### src/common/pchr_pkg.sv
// package: constants, offsets and carrier types for the configuration header register bank
// Behaviour
// status register reads 0x0080 after reset; fields are all fixed constants
// parity, abort and master parity error status bits always read 0, writes ignored
// signaled system error bit 14 always reads 0; writes to it do nothing
// select timing field bits 10:9 always reads 00, fast decode, writes ignored
// status bit 7 always reads 1, fast back-to-back capable, writes ignored
// capability list flag bit 4 always reads 0
// revision code at 0x08 is read-only fixed value; writes do nothing
// sub class code at 0x0A is read-only and returns 0x80
// base class code at 0x0B is read-only and returns 0x08
// header type byte at 0x0E reads 0x80, multifunction device
// header type has no storage; value combinational, accesses change no state
// subsystem vendor code at 0x2C-0x2D resets to zero, takes first write, then locks
// boot firmware writes subsystem vendor code once at start-up
// reserved status bits 6:5 and 3:0 read zero and ignore writes
package pchr_pkg;

  localparam int unsigned ADDR_W = 8;
  localparam int unsigned DATA_W = 8;

  typedef logic [ADDR_W-1:0] pchr_addr_t;
  typedef logic [DATA_W-1:0] pchr_byte_t;

  // byte offsets in configuration space
  localparam pchr_addr_t OFS_STATUS_LO   = 8'h06;
  localparam pchr_addr_t OFS_STATUS_HI   = 8'h07;
  localparam pchr_addr_t OFS_REVISION    = 8'h08;
  localparam pchr_addr_t OFS_SUB_CLASS   = 8'h0a;
  localparam pchr_addr_t OFS_BASE_CLASS  = 8'h0b;
  localparam pchr_addr_t OFS_HEADER_TYPE = 8'h0e;
  localparam pchr_addr_t OFS_SUBSYSTEM_VENDOR_CODE_LO     = 8'h2c;
  localparam pchr_addr_t OFS_SUBSYSTEM_VENDOR_CODE_HI     = 8'h2d;

  // fixed contents
  localparam logic [15:0] STATUS_RESET     = 16'h0080;
  localparam pchr_byte_t  SUB_CLASS_VALUE  = 8'h80;
  localparam pchr_byte_t  BASE_CLASS_VALUE = 8'h08;
  localparam pchr_byte_t  HEADER_VALUE     = 8'h80;
  localparam logic [15:0] SUBSYSTEM_VENDOR_CODE_RESET       = 16'h0000;
  localparam pchr_byte_t  RDATA_RESET      = 8'h00;
  localparam pchr_byte_t  UNMAPPED_VALUE   = 8'h00;

  // status register layout
  typedef struct packed {
    logic       parity_error_seen;
    logic       system_error_signaled;
    logic       master_abort_received;
    logic       target_abort_received;
    logic       target_abort_signaled;
    logic [1:0] select_timing;
    logic       master_parity_error;
    logic       fast_back_to_back;
    logic [1:0] reserved_hi;
    logic       capability_list_flag;
    logic [3:0] reserved_lo;
  } pchr_status_s;

  // configuration access request, one byte per access
  typedef struct packed {
    logic       rd;
    logic       wr;
    pchr_addr_t addr;
    pchr_byte_t wdata;
  } pchr_cfg_req_s;

endpackage

### src/hdl/pchr_regs.sv
// configuration header register bank: status, class codes, header type, write-once subsystem vendor code
`timescale 1ns/1ps
`default_nettype none

module pchr_regs
  import pchr_pkg::*;
#(
  // arbitrary value, not a real part revision
  parameter pchr_byte_t REVISION_VALUE = 8'h01
)
(
  input  wire logic          i_clk,
  input  wire logic          i_reset,
  input  wire pchr_cfg_req_s i_cfg,
  output logic [7:0]         o_cfg_rdata,
  output logic               o_cfg_rvalid,
  output logic [15:0]        o_subsystem_vendor_code
);

  logic [15:0] subsystem_vendor_code_reg;
  logic [1:0]  subsystem_vendor_code_lock_reg;
  pchr_byte_t  rdata_reg;
  pchr_byte_t  rdata_next;
  logic        rvalid_reg;
  logic [1:0]  subsystem_vendor_code_wr;

  function automatic logic hit(input pchr_cfg_req_s req, input pchr_addr_t ofs);
    hit = (req.addr == ofs);
  endfunction

  // status word built from constant fields only, so no write can reach it
  function automatic pchr_status_s status_value();
    pchr_status_s s;
    s = pchr_status_s'(STATUS_RESET);
    s.parity_error_seen     = 1'b0;
    s.target_abort_signaled = 1'b0;
    s.target_abort_received = 1'b0;
    s.master_abort_received = 1'b0;
    s.master_parity_error   = 1'b0;
    s.system_error_signaled = 1'b0;
    s.select_timing         = 2'b00;
    s.fast_back_to_back     = 1'b1;
    s.capability_list_flag  = 1'b0;
    s.reserved_hi           = 2'b00;
    s.reserved_lo           = 4'h0;
    status_value = s;
  endfunction

  // byte read mux; header type comes from a constant, no storage behind it
  function automatic pchr_byte_t read_mux(input pchr_addr_t a, input logic [15:0] subsystem_vendor_code);
    pchr_status_s st;
    st = status_value();
    case (a)
      OFS_STATUS_LO:   read_mux = st[7:0];
      OFS_STATUS_HI:   read_mux = st[15:8];
      OFS_REVISION:    read_mux = REVISION_VALUE;
      OFS_SUB_CLASS:   read_mux = SUB_CLASS_VALUE;
      OFS_BASE_CLASS:  read_mux = BASE_CLASS_VALUE;
      OFS_HEADER_TYPE: read_mux = HEADER_VALUE;
      OFS_SUBSYSTEM_VENDOR_CODE_LO:     read_mux = subsystem_vendor_code[7:0];
      OFS_SUBSYSTEM_VENDOR_CODE_HI:     read_mux = subsystem_vendor_code[15:8];
      default:         read_mux = UNMAPPED_VALUE;
    endcase
  endfunction

  // write decode: only the subsystem vendor bytes have storage
  always_comb
  begin
    subsystem_vendor_code_wr[0] = i_cfg.wr && hit(i_cfg, OFS_SUBSYSTEM_VENDOR_CODE_LO) && !subsystem_vendor_code_lock_reg[0];
    subsystem_vendor_code_wr[1] = i_cfg.wr && hit(i_cfg, OFS_SUBSYSTEM_VENDOR_CODE_HI) && !subsystem_vendor_code_lock_reg[1];
  end

  // subsystem vendor code storage, per byte
  always_ff @(posedge i_clk)
  begin
    if (i_reset)
    begin
      subsystem_vendor_code_reg <= SUBSYSTEM_VENDOR_CODE_RESET;
    end
    else
    begin
      if (subsystem_vendor_code_wr[0])
      begin
        subsystem_vendor_code_reg[7:0] <= i_cfg.wdata;
      end
      if (subsystem_vendor_code_wr[1])
      begin
        subsystem_vendor_code_reg[15:8] <= i_cfg.wdata;
      end
    end
  end

  // write-once locks; the first write to a byte locks it until reset
  always_ff @(posedge i_clk)
  begin
    if (i_reset)
    begin
      subsystem_vendor_code_lock_reg <= 2'b00;
    end
    else
    begin
      subsystem_vendor_code_lock_reg <= subsystem_vendor_code_lock_reg | subsystem_vendor_code_wr;
    end
  end

  // read data path, answered one cycle after the request
  always_comb
  begin
    rdata_next = i_cfg.rd ? read_mux(i_cfg.addr, subsystem_vendor_code_reg) : rdata_reg;
  end

  always_ff @(posedge i_clk)
  begin
    if (i_reset)
    begin
      rdata_reg  <= RDATA_RESET;
      rvalid_reg <= 1'b0;
    end
    else
    begin
      rdata_reg  <= rdata_next;
      rvalid_reg <= i_cfg.rd;
    end
  end

  assign o_cfg_rdata             = rdata_reg;
  assign o_cfg_rvalid            = rvalid_reg;
  assign o_subsystem_vendor_code = subsystem_vendor_code_reg;

  // expected status bytes for the checks
  localparam pchr_byte_t EXP_STATUS_LO = 8'h80;
  localparam pchr_byte_t EXP_STATUS_HI = 8'h00;
endmodule

`default_nettype wire

### config.mk
export PLATFORM = sky130hd
export DESIGN_NAME = pchr_regs
export DESIGN_NICKNAME = d
export VERILOG_FILES = /design/src/common/pchr_pkg.sv /design/src/hdl/pchr_regs.sv
export SDC_FILE = /design/constraint.sdc
export NUM_CORES = 1
export LEC_CHECK = 0
export BUFFER_PORTS_ARGS = -buffer_cell sky130_fd_sc_hd__buf_2
export CAP_MARGIN = 20
export CORE_ASPECT_RATIO = 1.4
export CORE_UTILIZATION = 46
export DETAILED_ROUTE_END_ITERATION = 12
export HOLD_SLACK_MARGIN = 0.02
export PLACE_DENSITY = 0.74
export REMOVE_ABC_BUFFERS = 1
export SYNTH_ARGS = -nofsm -noshare
export SYNTH_HDL_FRONTEND = slang
export SYNTH_SLANG_ARGS = --single-unit
### constraint.sdc
create_clock -name i_clk -period 1.7 [get_ports i_clk]
set_input_delay 0.17 -clock i_clk [delete_from_list [all_inputs] [get_ports i_clk]]
set_output_delay 0.17 -clock i_clk [all_outputs]
set_load 0.02 [all_outputs]
# After elaboration in Yosys (flattened, before gate mapping)

Index checks and enable logic that the tools add are counted.

Flip-flop bits (word level): 27
Latch bits: 0
Bits in writable memories: 0
Memory bits (read-only): 0
Output and inout port bits: 25
Memories kept: 0

Add/sub/neg operators: 0
Multipliers: 0
Div/mod/pow operators: 0
Magnitude comparators: 0
Equality and inequality tests: 7
Shift operators: 0
Mux-type cells: 1
Bitwise gates (word level): 1
Reductions and logical operators: 7

Operators by type and width:

| cell                                                             | number |
|---|---|
| 8-bit one-hot mux with 5 select lines                            | 1 |
| 8-bit by 4-bit == test with 1-bit output (second input constant) | 4 |
| 8-bit by 6-bit == test with 1-bit output (second input constant) | 2 |
| 8-bit by 3-bit == test with 1-bit output (second input constant) | 1 |
| 1-bit logical AND                                                | 4 |
| 3-bit OR reduction                                               | 1 |
| 1-bit logical NOT                                                | 2 |
| 2-bit OR                                                         | 1 |

# Depth between registers and ports, before layout

Word-level depth: 4
Mapped depth: 5

# Worst setup path before layout

Ideal clock, no wire load.

Path kind: input -> register
Start point: input port i_cfg[12] in the netlist's numbering
End point: register subsystem_vendor_code_reg[0], in the netlist o_subsystem_vendor_code[0]
Library setup time: 0.072 ns
Data arrival time: 1.078 ns
Required time: 1.628 ns
Setup slack: 0.551 ns
Stages on the path: 4
Buffers on the path: 1
Path through: nor4b_4 and4_1 buf_6 mux2i_1

Longest elaborated chain between the ends: 3

RTL lines:

| item                                     | line            | source |
|---|---|---|
| start, declared                          | pchr_regs.sv:14 | `input wire pchr_cfg_req_s i_cfg,` |
| 8-bit by 6-bit == test with 1-bit output | pchr_regs.sv:28 | `hit = (req.addr == ofs);` |
| 1-bit logical AND (2 in a row)           | pchr_regs.sv:69 | `subsystem_vendor_code_wr[0] = i_cfg.wr && hit(i_cfg, OFS_SUBSYSTEM_VENDOR_CODE_LO) && !subsystem_vendor_code_l ...` |
| end signal, assigned                     | pchr_regs.sv:84 | `subsystem_vendor_code_reg[7:0] <= i_cfg.wdata;` |
| end, declared                            | pchr_regs.sv:20 | `logic [15:0] subsystem_vendor_code_reg;` |

Every way passes these cells.
A chain may end at the register's enable or synchronous reset.

# Worst setup path after layout

Start point: register subsystem_vendor_code_lock_reg[1]
End point: register subsystem_vendor_code_reg[8], in the netlist o_subsystem_vendor_code[8]

Longest elaborated chain between the ends: 2

RTL lines:

| item                   | line             | source |
|---|---|---|
| start, declared        | pchr_regs.sv:21  | `logic [1:0] subsystem_vendor_code_lock_reg;` |
| start signal, assigned | pchr_regs.sv:102 | `subsystem_vendor_code_lock_reg <= subsystem_vendor_code_lock_reg \| subsystem_vendor_code_wr;` |
| 1-bit logical NOT      | pchr_regs.sv:70  | `subsystem_vendor_code_wr[1] = i_cfg.wr && hit(i_cfg, OFS_SUBSYSTEM_VENDOR_CODE_HI) && !subsystem_vendor_code_l ...` |
| 1-bit logical AND      | pchr_regs.sv:70  |  |
| end signal, assigned   | pchr_regs.sv:88  | `subsystem_vendor_code_reg[15:8] <= i_cfg.wdata;` |

Every way passes these cells.

==> impl_metrics.toml <==
[outcome]
result_of_the_run = "completed"

[job]
maxCapViolCount = 0

[timing]
final_min_period_over_clock_period_pct = 64.4
finalSetupViolations = 0
max_clock_freq_ghz = 0.913
final.hold.worst_slack_ps = 126
timing.max_slew.rel_slack_pct = 68.6
final_critical_path_setup_slack_ps = 605
max_slew.worst_pin.slew_ps = 471
grt_setup_unrepaired = "false"
period_needed_ps = 1100
timing.clock.skew_ps = 2.39
setup_tns_after_final_layout_ps = 0
timing_hold_violations_final = 0
finalMaxSlewViolations = 0

[synth]
synth.ff_latch_count = 27
netlist.top_cell.by_area = "dfxtp_1"
netlist_instances = 128
yosysWarnings = 0
post_synth_top_area_share_pct = 41.2
yosys.cell_types.count = 30
post_synth_main_area_contributors = "dfxtp_1, nand2b_1, mux2i_1"
synth_area_um2 = 1310
syn_area_per_cell_um2 = 10.2
synth.yosys.seq_area_share_pct = 41.2

[route]
drcViolationCount = 0
detail_route.wl_per_cell_um = 13.1
route.detailed.vias_per_inst = 5.11
wl_um = 2710
drt-pass1-iter-count = 4
drtIter0Drc = 29
routed-via-count = 1057
final_antenna_net_count = 0

[floorplanning]
floorplan.io_pins = 45
core_area_um2 = 2670
design.die.area_um2 = 3070
fp.dieW_um = 47.1
core.rowCount = 22
initial_utilization_pct = 49.1
chipHeight_um = 65.2

[layout]
fillerInstances = 264
area_growth_from_synthesis_to_layout_pct = 19.9
highest_count_cells_in_the_layout_ignoring_fill_and_taps = "buf_2, nand2b_1, dfxtp_1"
final_common_cell = "buf_2"
largest_register_ff_count = 16
num-nets-final = 192
antenna_cells = 0
drive_gt1_share_pct = 36.3
finalCoreUtilization_pct = 58.9

[clocking]
cts_max_level = 1
cts_root_buf = "clkbuf_4"
ctsLongestPathBuffers = 2
tritoncts = "done"
worst_skew_pair.late_latency_ps = 310
post_cts_resize_count = 0
cts.clk_slew.worst_paths_ps = 140
postCtsSetupBuffers = 0
numCtsBuffers = 3
postCtsHoldBufs = 0
numClockSinks = 27

[setup_path]
timing.critical_path.arrival_ps = 1340
critical_path.max_stage_delay_ps = 340
timing.critical_path.max_delay_family = "simple AND/OR/NAND/NOR gates"
crit_path_max_fanout = 8
r2r-start = "subsystem_vendor_code_lock_reg[1]"
criticalPathCategory = "flip-flop to flip-flop"
worst_r2r_endpoint = "o_subsystem_vendor_code[8]"
end_kind = "flip-flop"
worstPathRequired_ps = 1950
critPathLaunchType = "flip-flop"
setup.reg_to_reg.worst_slack_ps = 600
timing.critical_path.buf_inv = 0
cp_slowest_cell = "dfxtp_1"
worstPathCellList = "nor2b_1 > nand4_4 > mux2i_1"
ff2ff_path_depth = 3

[worst_hold_path]
hold-path-endpoint = "o_subsystem_vendor_code[0]"
hp-start = "i_cfg[0]"
hold_depth = 3
min_path_type = "input pin to flip-flop"

[grt]
grt_util_met1_pct = 24.6
grt_pass1_vias = 1052
pin_count_of_the_biggest_net_entering_global_routing = 36
busiest_layer = "met2"
grt_antenna_before_repair = 0
grt_first_pass_wirelength_um = 4590
grt_use_total_pct = 19.9
met2_usage_pct = 34.5
globalRoute.totalOverflow = 0
use_met3_pct = 2.47

[place]
globalplace.congestion = 0.782
portBuffers = 44
hpwlAfterDp_um = 2030
dp_worst_setup_slack_ps = 290

[power]
static_leakage_uw = 0.000709
pwr_density_cell_nw_per_um2 = 638
irDropWorstVdd_v = 0.000483
power.total_uw = 1000
==> report_power, final <==
group | internal, µW | switching (µW)
sequential | 635 | 0.682
combinational | 43.3 | 53.6
clock | 89.6 | 182
total | 768 | 236
==> synth_stat cells, drive strengths merged <==
cell / number
nand2b: 30
dfxtp: 27
mux2i: 16
mux2: 7
nand4: 7
a21oi: 5
clkbuf: 5
nor2: 5
buf: 4
inv: 3
a41oi: 2
nor2b: 2
o32ai: 2
a311oi: 1
a32oi: 1
and3b: 1
and4: 1
nand2: 1
nand3: 1
nand3b: 1
nand4b: 1
nor3: 1
nor3b: 1
nor4b: 1
o211ai: 1
o311a: 1
==> tightest hold or removal path: stages <==
cell and delay (ps):
buf_2 90, nand2b_1 80, mux2i_1 70
==> how the worst max path moves through the flow <==
stage                                                  from                          to  slack [ps]  depth (start not counted)
after floorplan                                   i_cfg[12]  o_subsystem_vendor_code[0]         190                          3
after global placement                            i_cfg[12]  o_subsystem_vendor_code[5]         370                          5
after detailed placement                          i_cfg[12]  o_subsystem_vendor_code[2]         290                          5
after CTS                 subsystem_vendor_code_lock_reg[1]  o_subsystem_vendor_code[8]         570                          3
after global routing      subsystem_vendor_code_lock_reg[1]  o_subsystem_vendor_code[8]         520                          3
final                     subsystem_vendor_code_lock_reg[1]  o_subsystem_vendor_code[8]         600                          3
==> layer usage <==
metal | vias to the layer above | routed length (µm)
met5 | - | 0
met4 | 0 | 21
met3 | 2 | 95
met2 | 24 | 1400
met1 | 493 | 1190
li1 | 538 | -
==> cells by family (layout without fill, tap and decap cells) <==
| kind of cell | Yosys count | after routing | synth area share [%] |
|---|---|---|---|
| buffers and inverters | 12 | 55 | 5.72 |
| AND/OR/NAND/NOR | 53 | 53 | 27.6 |
| AO/OA/AOI/OAI | 13 | 13 | 7.25 |
| multiplexers | 23 | 23 | 18.2 |
| flip-flops | 27 | 27 | 41.2 |
==> stage by stage <==
stage	instance area, µm²	std cells
after floorplan	1250	119
after global placement	1540	203
after detailed placement	1540	203
after CTS	1570	207
after global routing	1570	207
final	1570	207
==> area by class of cell <==
cell class	instances	area (µm²)	share of cell area, %
inverter	3	11.3	0.716
clock buffer	3	22.5	1.43
multi-input combinational	89	696	44.2
sequential	27	541	34.4
tap	36	45.0	2.86
timing repair buffer	48	250	15.9
clock inverter	1	7.51	0.477
Note: power is estimated with default switching activity, not from simulation.
